<file path="src/logic/usbpm_params.svh">
`ifndef USBPM_PARAMS_SVH
`define USBPM_PARAMS_SVH

// ---------------------------------------------
// clocking
// ---------------------------------------------
`define USBPM_CLK_HZ 200000000
`define USBPM_KA_HZ 100000
`define USBPM_KA_DIV (`USBPM_CLK_HZ / `USBPM_KA_HZ)

// ---------------------------------------------
// power-down control word fields
// ---------------------------------------------
`define USBPM_CLKOFF_MSB 31
`define USBPM_CLKOFF_LSB 16
`define USBPM_BLKDIS_MSB 15
`define USBPM_BLKDIS_LSB 0
`define USBPM_CLKOFF_DEF_MS 10
`define USBPM_CLKOFF_DEF_TICKS (`USBPM_CLKOFF_DEF_MS * `USBPM_KA_HZ / 1000)
`define USBPM_CLKOFF_MAX_MS 500
`define USBPM_CLKOFF_MAX_TICKS (`USBPM_CLKOFF_MAX_MS * `USBPM_KA_HZ / 1000)

// ---------------------------------------------
// mode control word fields
// ---------------------------------------------
`define USBPM_OC_MODE_BIT 15

// ---------------------------------------------
// timing
// ---------------------------------------------
`define USBPM_ENTER_MS 100
`define USBPM_ENTER_CYCLES (`USBPM_ENTER_MS * (`USBPM_CLK_HZ / 1000))
`define USBPM_CLKRDY_NS 50000
`define USBPM_CLKRDY_CYCLES (`USBPM_CLKRDY_NS / 1000 * (`USBPM_CLK_HZ / 1000000))
`define USBPM_OC_FILT_US 5000
`define USBPM_OC_FILT_CYCLES (`USBPM_OC_FILT_US * (`USBPM_CLK_HZ / 1000000))
`define USBPM_SUSP_SETTLE_TICKS 2
`define USBPM_NPORTS 3

`endif

</file>
<file path="src/logic/usbpm_pkg.sv">
package usbpm_pkg;

    // power sequencer states
    typedef enum logic [2:0]
    {
        ST_AWAKE,
        ST_ENTERING,
        ST_SUSPEND,
        ST_RESTART,
        ST_RESUME
    } usbpm_state_e;

endpackage

</file>
<file path="src/logic/usbpm_oc_if.sv">
`timescale 1ns/1ps

interface usbpm_oc_if #(
    parameter int NP = 3
);
    logic [NP-1:0] power_req;
    logic digital_mode;
    logic [NP-1:0] power_en_n;
    logic [NP-1:0] tripped;

    modport ctrl (
        output power_req,
        output digital_mode,
        input power_en_n,
        input tripped
    );

    modport guard (
        input power_req,
        input digital_mode,
        output power_en_n,
        output tripped
    );
endinterface

</file>
<file path="src/logic/usbpm_oc_guard.sv">
`timescale 1ns/1ps
`include "usbpm_params.svh"

module usbpm_oc_guard #(
    parameter int NP = `USBPM_NPORTS,
    parameter int FILT_CYCLES = `USBPM_OC_FILT_CYCLES
)(
    input wire logic i_clock,
    input wire logic i_rstn,
    input wire logic [NP-1:0] i_port_overcurrent_in_n,
    input wire logic [NP-1:0] i_port_analog_oc,
    usbpm_oc_if.guard oc
);
    localparam int FW = $clog2(FILT_CYCLES + 1);
    localparam logic [FW-1:0] FILT_LAST = FW'(FILT_CYCLES - 1);

    // ---------------------------------------------
    // per-port filter and power switch
    // ---------------------------------------------
    genvar p;
    for (p = 0; p < NP; p++)
    begin : g_port
        logic [1:0] meta_r;
        logic [1:0] sync_r;
        logic [FW-1:0] cnt_r;
        logic [FW-1:0] cnt_nxt;
        logic trip_r;
        logic trip_nxt;
        logic en_n_r;
        logic en_n_nxt;
        logic oc_hit;

        // filter: inrush shorter than the window never trips
        always_comb
        begin
            oc_hit = oc.digital_mode ? ~sync_r[0] : sync_r[1];
            cnt_nxt = cnt_r;
            if (!oc_hit)
                cnt_nxt = '0;
            else if (cnt_r != FILT_LAST)
                cnt_nxt = cnt_r + 1'b1;
            trip_nxt = trip_r;
            if (!oc.power_req[p])
                trip_nxt = 1'b0;
            // trip wins over a release in the same cycle
            if (oc_hit && cnt_r == FILT_LAST)
                trip_nxt = 1'b1;
            en_n_nxt = ~(oc.power_req[p] & ~trip_nxt);
        end

        // bit 0 is the switch flag, bit 1 the on-chip comparator
        always_ff @(posedge i_clock or negedge i_rstn)
        begin
            if (!i_rstn)
            begin
                meta_r <= 2'b01;
                sync_r <= 2'b01;
                cnt_r <= '0;
                trip_r <= 1'b0;
                en_n_r <= 1'b1;
            end
            else
            begin
                meta_r <= {i_port_analog_oc[p], i_port_overcurrent_in_n[p]};
                sync_r <= meta_r;
                cnt_r <= cnt_nxt;
                trip_r <= trip_nxt;
                en_n_r <= en_n_nxt;
            end
        end

        assign oc.power_en_n[p] = en_n_r;
        assign oc.tripped[p] = trip_r;
    end

endmodule

</file>
<file path="src/logic/usbpm_ctrl.sv">
`timescale 1ns/1ps
`include "usbpm_params.svh"

module usbpm_ctrl #(
    parameter int NPORTS = `USBPM_NPORTS,
    parameter int ENTER_CYCLES = `USBPM_ENTER_CYCLES,
    parameter int CLKRDY_CYCLES = `USBPM_CLKRDY_CYCLES,
    parameter int OC_FILT_CYCLES = `USBPM_OC_FILT_CYCLES,
    parameter int CNT_W = 25
)(
    input wire logic i_clock,
    input wire logic i_rstn,
    input wire logic i_suspend_req,
    input wire logic i_run_stop,
    input wire logic [31:0] i_pwrdn_ctrl,
    input wire logic [31:0] i_hw_mode_ctrl,
    input wire logic i_irq_clear,
    input wire logic i_cs_n,
    input wire logic i_vcc5_on,
    input wire logic [NPORTS-1:0] i_port_connect,
    input wire logic i_host_sleep_wake_pin_in,
    input wire logic i_periph_sleep_wake_pin_in,
    input wire logic [NPORTS-1:0] i_port_overcurrent_in_n,
    input wire logic [NPORTS-1:0] i_port_analog_oc,
    input wire logic [NPORTS-1:0] i_port_power_req,
    output logic o_main_clock_en,
    output logic o_slow_keepalive_clock,
    output logic o_host_sleep_wake_pin_out,
    output logic o_host_sleep_wake_pin_oe,
    output logic o_periph_sleep_wake_pin_out,
    output logic o_periph_sleep_wake_pin_oe,
    output logic o_clocks_ready_irq,
    output logic o_host_part_on,
    output logic o_periph_part_on,
    output logic o_suspended,
    output logic o_bus_float,
    output logic [15:0] o_block_disable,
    output logic [NPORTS-1:0] o_port_power_enable_n,
    output logic [NPORTS-1:0] o_port_oc_tripped
);

    // ---------------------------------------------
    // local constants
    // ---------------------------------------------
    localparam int KA_DIV = `USBPM_KA_DIV;
    localparam int KA_W = $clog2(KA_DIV);
    localparam logic [KA_W-1:0] KA_LAST = KA_W'(KA_DIV - 1);
    localparam logic [KA_W-1:0] KA_HALF = KA_W'(KA_DIV / 2);
    localparam int SYNC_W = NPORTS + 4;
    localparam logic [SYNC_W-1:0] SYNC_RST = {4'b1111, {NPORTS{1'b0}}};
    localparam logic [15:0] HOLD_DEF = 16'(`USBPM_CLKOFF_DEF_TICKS);
    localparam logic [15:0] HOLD_MAX = 16'(`USBPM_CLKOFF_MAX_TICKS);
    localparam logic [CNT_W-1:0] ENTER_LAST = CNT_W'(ENTER_CYCLES - 1);
    localparam logic [CNT_W-1:0] CLKRDY_LAST = CNT_W'(CLKRDY_CYCLES - 1);
    localparam logic [CNT_W-1:0] SETTLE = CNT_W'(`USBPM_SUSP_SETTLE_TICKS);

    // ---------------------------------------------
    // pin synchronisers
    // ---------------------------------------------
    logic [SYNC_W-1:0] pin_meta_r;
    logic [SYNC_W-1:0] pin_sync_r;
    logic vcc5_s;
    logic cs_n_s;
    logic host_pin_s;
    logic periph_pin_s;
    logic [NPORTS-1:0] conn_s;

    // two stages; only the second stage is read below
    always_ff @(posedge i_clock or negedge i_rstn)
    begin
        if (!i_rstn)
        begin
            pin_meta_r <= SYNC_RST;
            pin_sync_r <= SYNC_RST;
        end
        else
        begin
            pin_meta_r <= {i_vcc5_on, i_cs_n, i_host_sleep_wake_pin_in,
                           i_periph_sleep_wake_pin_in, i_port_connect};
            pin_sync_r <= pin_meta_r;
        end
    end

    assign vcc5_s = pin_sync_r[NPORTS + 3];
    assign cs_n_s = pin_sync_r[NPORTS + 2];
    assign host_pin_s = pin_sync_r[NPORTS + 1];
    assign periph_pin_s = pin_sync_r[NPORTS];
    assign conn_s = pin_sync_r[NPORTS-1:0];

    // ---------------------------------------------
    // keep-alive divider
    // ---------------------------------------------
    logic [KA_W-1:0] ka_cnt_r;
    logic [KA_W-1:0] ka_cnt_nxt;
    logic ka_clk_r;
    logic ka_clk_nxt;
    logic ka_tick;

    // free running from the always-on clock, so it keeps going in suspend
    always_comb
    begin
        ka_tick = (ka_cnt_r == KA_LAST);
        ka_cnt_nxt = ka_tick ? '0 : ka_cnt_r + 1'b1;
        ka_clk_nxt = (ka_cnt_nxt < KA_HALF);
    end

    always_ff @(posedge i_clock or negedge i_rstn)
    begin
        if (!i_rstn)
        begin
            ka_cnt_r <= '0;
            ka_clk_r <= 1'b0;
        end
        else
        begin
            ka_cnt_r <= ka_cnt_nxt;
            ka_clk_r <= ka_clk_nxt;
        end
    end

    // ---------------------------------------------
    // wake source merge
    // ---------------------------------------------
    logic [NPORTS-1:0] conn_prev_r;
    logic [1:0] pend_r;
    logic [1:0] pend_nxt;
    logic conn_chg;
    logic [1:0] pin_wake;
    logic [15:0] clkoff_field;
    logic [15:0] hold_ticks;

    // short cs and hot-plug events are latched so a tick between them cannot miss one; pin wakes are only sampled on the tick
    always_comb
    begin
        conn_chg = |(conn_s ^ conn_prev_r);
        pin_wake = {~periph_pin_s, ~host_pin_s};
        clkoff_field = i_pwrdn_ctrl[`USBPM_CLKOFF_MSB:`USBPM_CLKOFF_LSB];
        if (clkoff_field == 16'h0000)
            hold_ticks = HOLD_DEF;
        else if (clkoff_field > HOLD_MAX)
            hold_ticks = HOLD_MAX;
        else
            hold_ticks = clkoff_field;
    end

    always_ff @(posedge i_clock or negedge i_rstn)
    begin
        if (!i_rstn)
        begin
            conn_prev_r <= '0;
        end
        else
        begin
            conn_prev_r <= conn_s;
        end
    end

    // ---------------------------------------------
    // power sequencer
    // ---------------------------------------------
    usbpm_pkg::usbpm_state_e state_r;
    usbpm_pkg::usbpm_state_e state_nxt;
    logic [CNT_W-1:0] cnt_r;
    logic [CNT_W-1:0] cnt_nxt;
    logic host_on_r;
    logic host_on_nxt;
    logic periph_on_r;
    logic periph_on_nxt;
    logic irq_r;
    logic irq_nxt;
    logic clk_en_r;
    logic clk_en_nxt;
    logic host_oe_r;
    logic host_oe_nxt;
    logic periph_oe_r;
    logic periph_oe_nxt;
    logic float_r;
    logic float_nxt;
    logic [15:0] blk_dis_r;
    logic [15:0] blk_dis_nxt;
    logic [1:0] wake_now;

    always_comb
    begin
        state_nxt = state_r;
        cnt_nxt = cnt_r;
        host_on_nxt = host_on_r;
        periph_on_nxt = periph_on_r;
        pend_nxt = pend_r;
        irq_nxt = irq_r & ~i_irq_clear;
        wake_now = 2'b00;
        if (state_r == usbpm_pkg::ST_SUSPEND)
        begin
            // cs low wakes both parts, a hot-plug wakes the host
            pend_nxt = pend_r | {~cs_n_s, ~cs_n_s | conn_chg};
        end
        unique case (state_r)
            usbpm_pkg::ST_AWAKE:
            begin
                host_on_nxt = 1'b1;
                periph_on_nxt = 1'b1;
                if (i_suspend_req)
                begin
                    state_nxt = usbpm_pkg::ST_ENTERING;
                    cnt_nxt = ENTER_LAST;
                end
            end
            usbpm_pkg::ST_ENTERING:
            begin
                if (!i_suspend_req)
                    state_nxt = usbpm_pkg::ST_AWAKE;
                else if (cnt_r == '0)
                begin
                    state_nxt = usbpm_pkg::ST_SUSPEND;
                    cnt_nxt = SETTLE;
                    host_on_nxt = 1'b0;
                    periph_on_nxt = 1'b0;
                    pend_nxt = 2'b00;
                end
                else
                    cnt_nxt = cnt_r - 1'b1;
            end
            usbpm_pkg::ST_SUSPEND:
            begin
                // our own low drive needs a few cycles to fade after release,
                // so the pins are only trusted after the settle ticks
                if (ka_tick)
                begin
                    if (cnt_r != '0)
                        cnt_nxt = cnt_r - 1'b1;
                    else
                        wake_now = pin_wake;
                    wake_now = wake_now | pend_r;
                    if (wake_now != 2'b00)
                    begin
                        state_nxt = usbpm_pkg::ST_RESTART;
                        cnt_nxt = CLKRDY_LAST;
                        host_on_nxt = wake_now[0];
                        periph_on_nxt = wake_now[1];
                        pend_nxt = 2'b00;
                    end
                end
            end
            usbpm_pkg::ST_RESTART:
            begin
                if (cnt_r == '0)
                begin
                    irq_nxt = 1'b1;
                    state_nxt = usbpm_pkg::ST_RESUME;
                    cnt_nxt = CNT_W'(hold_ticks);
                end
                else
                    cnt_nxt = cnt_r - 1'b1;
            end
            usbpm_pkg::ST_RESUME:
            begin
                if (i_run_stop)
                    state_nxt = usbpm_pkg::ST_AWAKE;
                else if (cnt_r == '0)
                begin
                    state_nxt = usbpm_pkg::ST_SUSPEND;
                    cnt_nxt = SETTLE;
                    host_on_nxt = 1'b0;
                    periph_on_nxt = 1'b0;
                end
                else if (ka_tick)
                    cnt_nxt = cnt_r - 1'b1;
            end
        endcase
        clk_en_nxt = (state_nxt != usbpm_pkg::ST_SUSPEND);
        // an unpowered core leaves every shared pin to the outside
        host_oe_nxt = host_on_nxt & vcc5_s;
        periph_oe_nxt = periph_on_nxt & vcc5_s;
        float_nxt = ~vcc5_s;
        blk_dis_nxt = i_pwrdn_ctrl[`USBPM_BLKDIS_MSB:`USBPM_BLKDIS_LSB];
    end

    // interrupt flop runs on the always-on clock, not the gated one
    always_ff @(posedge i_clock or negedge i_rstn)
    begin
        if (!i_rstn)
        begin
            state_r <= usbpm_pkg::ST_AWAKE;
            cnt_r <= '0;
            host_on_r <= 1'b1;
            periph_on_r <= 1'b1;
            pend_r <= 2'b00;
            irq_r <= 1'b0;
            clk_en_r <= 1'b1;
            host_oe_r <= 1'b0;
            periph_oe_r <= 1'b0;
            float_r <= 1'b0;
            blk_dis_r <= 16'h0000;
        end
        else
        begin
            state_r <= state_nxt;
            cnt_r <= cnt_nxt;
            host_on_r <= host_on_nxt;
            periph_on_r <= periph_on_nxt;
            pend_r <= pend_nxt;
            irq_r <= irq_nxt;
            clk_en_r <= clk_en_nxt;
            host_oe_r <= host_oe_nxt;
            periph_oe_r <= periph_oe_nxt;
            float_r <= float_nxt;
            blk_dis_r <= blk_dis_nxt;
        end
    end

    // ---------------------------------------------
    // overcurrent protection
    // ---------------------------------------------
    usbpm_oc_if #(.NP(NPORTS)) oc_bus ();

    // one mode bit serves all ports; a dual-role port 1 needs analog
    assign oc_bus.digital_mode = i_hw_mode_ctrl[`USBPM_OC_MODE_BIT];
    assign oc_bus.power_req = i_port_power_req;

    usbpm_oc_guard #(
        .NP(NPORTS),
        .FILT_CYCLES(OC_FILT_CYCLES)
    ) u_oc_guard (
        .i_clock(i_clock),
        .i_rstn(i_rstn),
        .i_port_overcurrent_in_n(i_port_overcurrent_in_n),
        .i_port_analog_oc(i_port_analog_oc),
        .oc(oc_bus)
    );

    // ---------------------------------------------
    // outputs
    // ---------------------------------------------
    // pins only ever pull low; high comes from the external pull-up
    assign o_host_sleep_wake_pin_out = 1'b0;
    assign o_periph_sleep_wake_pin_out = 1'b0;
    assign o_host_sleep_wake_pin_oe = host_oe_r;
    assign o_periph_sleep_wake_pin_oe = periph_oe_r;
    assign o_main_clock_en = clk_en_r;
    assign o_slow_keepalive_clock = ka_clk_r;
    assign o_clocks_ready_irq = irq_r;
    assign o_host_part_on = host_on_r;
    assign o_periph_part_on = periph_on_r;
    assign o_suspended = ~clk_en_r;
    assign o_bus_float = float_r;
    assign o_block_disable = blk_dis_r;
    assign o_port_power_enable_n = oc_bus.power_en_n;
    assign o_port_oc_tripped = oc_bus.tripped;

endmodule

</file>
<file path="config.mk">
export PLATFORM = sky130hd
export DESIGN_NAME = usbpm_ctrl
export DESIGN_NICKNAME = d
export VERILOG_FILES = /design/src/logic/usbpm_pkg.sv /design/src/logic/usbpm_oc_if.sv /design/src/logic/usbpm_oc_guard.sv /design/src/logic/usbpm_ctrl.sv
export VERILOG_INCLUDE_DIRS = /design/src /design/src/logic
export SDC_FILE = /design/constraint.sdc
export NUM_CORES = 1
export LEC_CHECK = 0
export BUFFER_PORTS_ARGS = -buffer_cell sky130_fd_sc_hd__buf_2
export CAP_MARGIN = 0
export CORE_MARGIN = 5
export CORE_UTILIZATION = 36
export CTS_CLUSTER_DIAMETER = 150
export DETAILED_ROUTE_END_ITERATION = 7
export HOLD_SLACK_MARGIN = 0.05
export PLACE_DENSITY = 0.61
export SETUP_SLACK_MARGIN = 0.02
export SYNTH_ARGS = -nofsm -noshare
export SYNTH_HDL_FRONTEND = slang
export SYNTH_SLANG_ARGS = --single-unit
export TNS_END_PERCENT = 20
</file>
<file path="constraint.sdc">
create_clock -name i_clock -period 2.51 [get_ports i_clock]
set_input_delay 0.3765 -clock i_clock [delete_from_list [all_inputs] [get_ports i_clock]]
set_output_delay 0.3765 -clock i_clock [all_outputs]
set_load 0.02 [all_outputs]
</file>
; ---- Yosys cells after proc, flatten, opt, wreduce, memory -nomap -nowiden
; Cells that the tools add are included.
[op_classes]
add_sub_neg = 5
n_eq_ne = 21
order_cmp = 2
bitwise = 25
muxes = 60
reduce_logical = 10
[ops]
columns = operator, count
row1 = 25-bit two-way mux, 10
row2 = 25-bit case mux with 5 select lines, 1
row3 = 20-bit two-way mux, 6
row4 = 20-bit by 1-bit adder with 20-bit output (second input constant), 3
row5 = 20-bit == test (second input constant), 3
row6 = 20-bit inequality test (second input constant), 3
row7 = 16-bit two-way mux, 2
row8 = 25-bit logical NOT, 1
row9 = 25-bit nonzero test, 1
row10 = 25-bit by 1-bit subtractor with 25-bit output (second input constant), 1
row11 = 1-bit two-way mux, 21
row12 = 3-bit two-way mux, 7
row13 = 16-bit > comparator (second input constant), 1
row14 = 16-bit logical NOT, 1
row15 = 2-bit two-way mux, 8
row16 = 1-bit inverter, 15
row17 = 3-bit case mux with 5 select lines, 1
row18 = 2-bit inequality test (second input constant), 7
row19 = 11-bit by 1-bit adder with 11-bit output (second input constant), 1
row20 = 11-bit == test (second input constant), 1
row21 = 11-bit by 10-bit < comparator with 1-bit output (second input constant), 1
row22 = 11-bit two-way mux, 1
row23 = 1-bit case mux with 4 select lines, 2
row24 = 1-bit AND, 6
row25 = other kinds (15), 19
[totals]
wordCells = 154
in_bits = 85
ff_bits = 160
output_inout_bits = 33

; ---- Logic depth before layout (Yosys ltp)
; Gate-level depths: netlist (run 1).
[depth]
ltp_word = 10
mapped_depth = 11
depth_no_buf = 10

; ---- Hierarchy
; Synthesis (run 1) repeated with hierarchy kept, for this count alone.
[unflattened]
cells_unflattened = 789
area_unflattened_um2 = 7826.3
[by_module_without_submodules]
columns = mod, cells_per_inst, instances, seq_area_each_um2, area_per_inst_um2
row1 = usbpm_ctrl, 412, 1, 2065.7, 4058.9
row2 = usbpm_oc_guard, 377, 1, 1963.1, 3767.4

; ---- Worst setup path after synthesis (run 1)
; Ideal clock, no wire load.
[synth_path]
path_kind = register -> register
from = reg cnt_r[18]
to = reg host_oe_r, in the netlist o_host_sleep_wake_pin_oe
t_arrival_ps = 2610
path_stages_with_launch = 10
period_less_slack_ps = 2729
required_ps = 2391
n_path_buf = 1
path_slack_ps = -219
setup_time_ps = 119
cell_sequence = dfrtp_1 -> buf_6 -> or4_1 -> or4_4 -> or3_4 -> o21a_1 -> nor2_1 -> nor2_1 -> a221o_1 -> and2_1
[synth_between]
elab_chain_cells = 10
elab_cells_between_ends = 14
cone_classes = 9 x mux / 2 x bitwise / 3 x reduce/logical
[synth_rtl]
columns = element, line_no
row1 = "start, declared", usbpm_ctrl.sv:163  ; logic [CNT_W-1:0] cnt_r;
row2 = "start signal, assigned", usbpm_ctrl.sv:298  ; cnt_r <= cnt_nxt;
row3 = 25-bit nonzero test, usbpm_ctrl.sv:229  ; if (cnt_r != '0)
row4 = 2-bit two-way mux, usbpm_ctrl.sv:229
row5 = 2-bit two-way mux, usbpm_ctrl.sv:227  ; if (ka_tick)
row6 = 2-bit two-way mux, usbpm_ctrl.sv:197  ; unique case (state_r)
row7 = 2-bit OR, usbpm_ctrl.sv:233  ; wake_now = wake_now | pend_r;
row8 = 2-bit nonzero test, usbpm_ctrl.sv:234  ; if (wake_now != 2'b00)
row9 = 1-bit two-way mux, usbpm_ctrl.sv:234
row10 = 1-bit two-way mux, usbpm_ctrl.sv:227
row11 = 1-bit case mux with 4 select lines (*), usbpm_ctrl.sv:197
row12 = via host_on_nxt, usbpm_ctrl.sv:166  ; logic host_on_nxt;
row13 = 1-bit AND (*), usbpm_ctrl.sv:272  ; host_oe_nxt = host_on_nxt & vcc5_s;
row14 = via host_oe_nxt, usbpm_ctrl.sv:174  ; logic host_oe_nxt;
row15 = "end signal, assigned", usbpm_ctrl.sv:304  ; host_oe_r <= host_oe_nxt;
row16 = "end, declared", usbpm_ctrl.sv:173  ; logic host_oe_r;
; The timed path passes the listed nets; every way through them passes the cells marked *. The select of a mux whose other input is x is not followed.
; A chain may end at the register's enable or synchronous reset.

; ---- Final worst setup path (run 1)
[layout_path]
from = reg cnt_r[19]
to = reg cnt_r[7]
[layout_between]
elab_chain_cells = 9
elab_cells_between_ends = 18
cone_classes = 2 x eq/ne / 11 x mux / 1 x bitwise / 4 x reduce/logical
[layout_rtl]
columns = element, line_no
row1 = 25-bit nonzero test, usbpm_ctrl.sv:229
row2 = 2-bit two-way mux, usbpm_ctrl.sv:229
row3 = 2-bit two-way mux, usbpm_ctrl.sv:227
row4 = 2-bit two-way mux, usbpm_ctrl.sv:197
row5 = 2-bit OR, usbpm_ctrl.sv:233
row6 = 2-bit nonzero test, usbpm_ctrl.sv:234
row7 = 25-bit two-way mux, usbpm_ctrl.sv:234
row8 = 25-bit two-way mux, usbpm_ctrl.sv:227
row9 = 25-bit case mux with 5 select lines, usbpm_ctrl.sv:197
; Several ways; a longest one is shown, not always the timed one. The select of a mux whose other input is x is not followed.

==> impl_metrics.toml, run 1 <==
[status]
status = "finished with violations"
violations = "negative setup slack"

[yosys]
synth_simple_gate_area_frac = 0.2255
synth_edf_count = 0
yosysTopAreaCellShare = 0.4605
synth_ff_type = "dfrtp_1"
synthCells = 776
synth-async-reset-ratio = 1.000
synth_seq_cells = 160
synth_top_family_by_area = "simple AND/OR/NAND/NOR gates"
synth_warnings = 0
synth_compound_area_frac = 0.1233
synth_commonest_cells = "140 x dfrtp_1, 112 x nor2_1, 58 x nand2_1, 45 x a21oi_1, 44 x o21ai_0"
ys_seq_area_frac = 0.5295
yosysTopAreaCell = "dfrtp_1"
syn_avg_cell_area_um2 = 9.805
synth_xor_area_frac = 0.07597
synthAdderAreaFrac = 0.008222
yosysMostFrequentCell = "dfrtp_1"
netlist_area_um2 = 7609
yosysUniqueCellTypes = 67
synth.area.mux_share = 0.005262
synthTopCellsByArea = "dfrtp_1 46%, dfstp_2 6.9%, nor2_1 5.5%"

[sta]
setup_viol = 29
worst_slack_ns = -0.2119
setup_tns_ns = -4.483
min_period_over_period = 1.084
tightestPinTransition_ns = 1.158
finClkSkew_ns = 0.007960
max_freq_mhz = 367.4
rsz0062_at_grt = "yes"
min_period_ns = 2.722
drv_slew = 0
final_hold_viol_count = 0
maxSlewHeadroom = 0.2230

[pwr]
power.total_w = 0.005586
power_density_nw_per_um2 = 549.7
irDropWorstVdd_mv = 0.4333
power.leakage_nw = 4.592

[drt]
wl_met3_um = 704
vias = 6324
viasPerCell = 4.972
topRoutingLayerUsed = "met4"
drt_iter0_markers = 385
ant_nets = 0
route.met2.wl_um = 8737
finalWirelength_um = 18150
dr.pass1.iters = 5
drt-wirelength-per-cell_um = 14.27
route.detailed.drc = 0
met1_length_um = 8396

[placed_design]
dp_slack_ns = -0.3369
port_buffers = 84
hpwlAfterDp_um = 12750
placed_area_um2 = 9039
gp_congestion = 0.8702

[grt]
overflow = 0
grt_max_degree = 58
grt_pass1_vias = 6163
track_usage = 0.1517
grt_pass1_wl_um = 30210
antenna_found_initial = 0

[die]
die-area_um2 = 24140
initial_core_util = 0.3642
num_io_pins = 118
die_h_um = 155.4
die_w_um = 155.4
core_um2 = 20890
num_rows = 53

[worst_setup_path]
path_class = "register to register"
cp.required_ns = 2.83
worst_setup_path_end_kind = "register"
arrival_ns = 3.04
cp-start-kind = "register"
worstPathMaxFanout = 6

[layout]
ff_latch_area_um2 = 4029
drive_gt1_frac = 0.2899
fin_area_um2 = 10160
areaGrowthSynthToFinish_pct = 33.55
multi_input_area_um2 = 3550
fillers = 1961
final_nets = 1074
antennaDiodeCount = 0

[clocking]
htree_levels = 4
clkSlewWorstSetupHoldPaths_ns = 0.07
cts_buffers = 17
cts_tree = "built"
clk_latency_ns = 0.43
clock_path_buffers = 2
clock-sinks = 160
cts_root_buf = "clkbuf_16"

[hold_path]
hold_path_class = "input port to register"

[run]
cap_violations = 0
[critical path, stage by stage (launching register included)]
cell	delay (ns)
dfrtp_1	0.39
or4_4	0.54
or4_4	0.47
or3_4	0.37
a31oi_4	0.24
o21a_2	0.20
buf_6	0.15
o21ai_2	0.05
a22o_1	0.21
[path summary, 6_finish.rpt]
path,startpoint,to,slack [ns],cells after the start
max in group asynchronous,i_rstn,u_oc_guard.g_port[2].en_n_r$_DFF_PN1_,1.32,3
worst max-delay path,cnt_r[19]$_DFFE_PN0P_,cnt_r[7]$_DFFE_PN0P_,-0.21,8
min in group asynchronous,i_rstn,o_block_disable[2]$_DFF_PN0_,0.47,2
worst min-delay path,i_pwrdn_ctrl[10],o_block_disable[10]$_DFF_PN0_,0.07,1
worst max register to register,cnt_r[19]$_DFFE_PN0P_,cnt_r[7]$_DFFE_PN0P_,-0.21,8
worst min register to register,u_oc_guard.g_port[1].meta_r[1]$_DFF_PN0_,u_oc_guard.g_port[1].sync_r[1]$_DFF_PN0_,0.35,0
[stage by stage]
stage | util | cells | hold WS [ns]
2_1_floorplan | - | 777 | 0.08091
3_3_place_gp | 0.4327 | 1205 | 0.3326
6_report | 0.4864 | 1272 | 0.07013
5_1_grt | 0.4864 | 1272 | 0.06120
4_1_cts | 0.4797 | 1268 | 0.06457
3_5_place_dp | 0.4327 | 1205 | 0.3347
[where the power goes]
group	total [W]	switching, W	internal, W	leakage (nW)
logic	0.000320	0.000183	0.000137	2.28
clock network	0.00257	0.00114	0.00143	0.290
registers	0.00269	0.0000353	0.00266	2.03
total	0.00559	0.00136	0.00422	4.59
[routing by layer]
layer,vias up,GRT usage
li1,3146,-
met1,3033,0.2049
met2,119,0.2474
met3,26,0.02865
met4,0,0.04835
met5,-,0
[cells by family (layout without fill, tap and decap cells)]
| logic type | after synthesis | after routing |
|---|---|---|
| AND/OR/NAND/NOR | 337 | 337 |
| flip-flops | 160 | 160 |
| AO/OA/AOI/OAI | 154 | 154 |
| XOR/XNOR | 66 | 66 |
| buffers and inverters | 49 | 269 |
| adder cells (fa/ha/maj) | 5 | 5 |
| multiplexers | 4 | 4 |
| other | 1 | 2 |
[sequential cells by signal (all words and copies together) (netlist names), 2 cells and up]
register and cells:
state_r 3, ka_cnt_r 11, u_oc_guard.g_port.meta_r 6, conn_prev_r 3
u_oc_guard.g_port.trip_r 3, pin_sync_r 7, o_block_disable 16, pend_r 2
pin_meta_r 7, cnt_r 25, u_oc_guard.g_port.sync_r 6, u_oc_guard.g_port.en_n_r 3
u_oc_guard.g_port.cnt_r 60
[layout by cell type, fill, tap and decap left out, types with 5 or more instances in the layout]
| cell | count |
|---|---|
| xor2_1 | 39 |
| o21ai_2 | 9 |
| nand4_1 | 13 |
| nor2_1 | 111 |
| dfrtp_1 | 140 |
| nor3_1 | 25 |
| a21oi_1 | 43 |
| and4_1 | 6 |
| buf_2 | 84 |
| a31oi_1 | 10 |
| nor4_1 | 11 |
| o21ai_1 | 19 |
| nand3_1 | 34 |
| xnor2_1 | 27 |
| clkbuf_16 | 17 |
| dlygate4sd3_1 | 29 |
| nand2_1 | 57 |
| buf_6 | 8 |
| buf_4 | 97 |
| or4_1 | 5 |
| nand2b_1 | 13 |
| o21ai_0 | 23 |
| or3_1 | 13 |
| dfstp_2 | 20 |
| and3_1 | 10 |
| inv_1 | 14 |
[area by class of cell]
type,count,share of cell area
clock inverter,14,0.01478
multi-input combinational,568,0.3493
tap,275,0.03386
clock buffer,18,0.04322
inverter,16,0.005911
timing repair buffer,221,0.1564
sequential,160,0.3965
[repair_timing]
item                                    CTS  global route
hold endpoints to repair                 69             0
gates resized for setup                  29            28
endpoints found under the setup margin   33            42
hold buffers                             29             0
setup buffers                             2             3
pin swaps                                10            15
cloned                                    0             1
Note: power is estimated with default switching activity, not from simulation.
==> inputs of run 2 (changes only) <==
Settings changed: PLACE_DENSITY 0.61 to 0.59.
Clock period 2.51 ns to 3.1 ns, I/O delays scaled along.
==> run 2 against run 1 <==
Cell count shrank 7.2%; non-clock buffer count shrank 92; utilization shrank 4.8 points; wire length shrank 5.7%; register-to-register slack gained 0.42 ns; sequential share of layout area grew 4.3 points; die area is the same; flip-flop and latch count is the same; critical path depth shrank 1; clock power shrank 18%; largest power group unchanged; the run now ends clean.
==> impl_metrics.toml, run 2 (synthesized netlist as in run 1, its figures left out) <==
[status]
status = "finished clean"

[die]
die_w_um = 155.4
num_rows = 53
num_io_pins = 118
die-area_um2 = 24140
initial_core_util = 0.3642
die_h_um = 155.4
core_um2 = 20890

[clocking]
clock-sinks = 160
clkSlewWorstSetupHoldPaths_ns = 0.07
cts_buffers = 17
cts_root_buf = "clkbuf_16"
htree_levels = 4
clk_latency_ns = 0.43
clock_path_buffers = 2
cts_tree = "built"

[worst_setup_path]
cp.required_ns = 3.41
crit_chain = "or4_1 -> or3_1 -> or3_4 -> a31oi_4 -> o21a_2 -> nand2_2 -> o41ai_1"
worst_setup_path_end_kind = "register"
worst-r2r-cell-count = 7
rrSetupSlack_ns = 0.21
path_class = "register to register"
cp-start-kind = "register"
r2r_end = "cnt_r[19]$_DFFE_PN0P_"
arrival_ns = 3.20
crit_slowest_cell = "or4_1"
worstPathMaxFanout = 17
critical-path-max-stage-delay_ns = 0.60
r2r_start = "cnt_r[12]$_DFFE_PN0P_"

[drt]
dr.pass1.iters = 5
viasPerCell = 5.026
vias = 5931
finalWirelength_um = 17120
drt-wirelength-per-cell_um = 14.51
ant_nets = 0
drt_iter0_markers = 376
route.detailed.drc = 0

[layout]
ff_latch_area_um2 = 4029
largest_register_ffs = 60
layout_commonest_cell = "dfrtp_1"
fin_area_um2 = 9164
top_register = "u_oc_guard.g_port.cnt_r"
final_cell_mix = "140 x dfrtp_1, 111 x nor2_1, 83 x buf_2"
areaGrowthSynthToFinish_pct = 20.44
final_cells = 1180
final_nets = 982
multi_input_area_um2 = 3358
drive_gt1_frac = 0.2199
antennaDiodeCount = 0
fillers = 2058

[placed_design]
port_buffers = 84
placed_area_um2 = 8532
hpwlAfterDp_um = 12240
place_inst = 1147
gp_congestion = 0.8501

[sta]
max_freq_mhz = 346.0
min_period_ns = 2.890
drv_slew = 0
setup_viol = 0
tightestPinTransition_ns = 1.088
fin_hold_ws_ns = 0.1299
min_period_over_period = 0.9324
final_hold_viol_count = 0
finClkSkew_ns = 0.009960
setup_tns_ns = 0
maxSlewHeadroom = 0.2699
rsz0062_at_grt = "no"

[grt]
grt_pass1_vias = 5833
track_usage = 0.1443
antenna_found_initial = 0
overflow = 0
grt_max_degree = 72
grt_pass1_wl_um = 28700

[hold_path]
whs_path_depth = 1
min_from = "i_port_overcurrent_in_n[2]"
hold_path_class = "input port to register"
worstHoldEndpoint = "u_oc_guard.g_port[2].meta_r[0]$_DFF_PN1_"

[pwr]
power_density_nw_per_um2 = 491.5
power.leakage_nw = 4.083
irDropWorstVdd_mv = 0.3422

[run]
cap_violations = 0
-- run 2: cell types whose count changed in the layout (fill, tap and decap cells not counted), sizes merged --
cell	previous run	this run
dlygate4sd3	29	1
buf	192	128
inv	23	25
clkbuf	18	17
bufinv	1	0
-- run 2: what timing repair did --
action                                  CTS  global route
endpoints found under the hold margin     4             0
endpoints found under the setup margin    0             7
hold buffers                              1             0
gates resized for setup                   0             5
buffers inserted                          0             0
-- run 2: worst max-delay path by stage --
stage	start	endpoint	slack (ns)	cells after the start
after global routing	cnt_r[13]$_DFFE_PN0P_	cnt_r[19]$_DFFE_PN0P_	0.03	7
after global placement	cnt_r[19]$_DFFE_PN0P_	cnt_r[13]$_DFFE_PN0P_	0.19	8
after CTS	cnt_r[12]$_DFFE_PN0P_	cnt_r[13]$_DFFE_PN0P_	0.20	8
after detailed placement	cnt_r[19]$_DFFE_PN0P_	cnt_r[13]$_DFFE_PN0P_	0.20	8
final	cnt_r[12]$_DFFE_PN0P_	cnt_r[19]$_DFFE_PN0P_	0.21	7
after floorplan	cnt_r[18]$_DFFE_PN0P_	o_host_sleep_wake_pin_oe$_DFF_PN0_	0.37	9
-- run 2: area by class of cell --
type | count | share of cell area
clock buffer | 17 | 0.04642
clock inverter | 15 | 0.01966
inverter | 16 | 0.006554
multi-input combinational | 568 | 0.3665
sequential | 160 | 0.4396
tap | 275 | 0.03755
timing repair buffer | 129 | 0.08370
-- run 2: metrics by stage --
step,setup slack [ns],util,total power (W)
floorplan,0.3709,-,0.002313
detailed placement,0.2008,0.4084,0.002441
global route,0.03095,0.4387,0.004708
finish,0.2096,0.4387,0.004504
CTS,0.1966,0.4379,0.004576
global placement,0.1853,0.4084,0.002437
-- run 2: power breakdown --
group	switching (W)	total, W	internal (W)
Clock	0.00101	0.00211	0.00110
Combinational	0.000137	0.000217	0.0000794
Sequential	0.0000294	0.00218	0.00215
Total	0.00117	0.00450	0.00333
-- run 2: worst max-delay path: cells and delay by family (launching register included) --
kind / cells / cell delay (ns)
DFF: 1 / 0.38
AOI/OAI and AO/OA: 3 / 0.84
and+or+nand+nor: 4 / 1.55
-- run 2: routing by layer --
metal,wire [um],up-vias,track usage
met4,250,0,0.04252
met3,806,20,0.03338
met5,0,-,0
met2,8131,123,0.2318
met1,7930,2802,0.1956
li1,-,2986,-
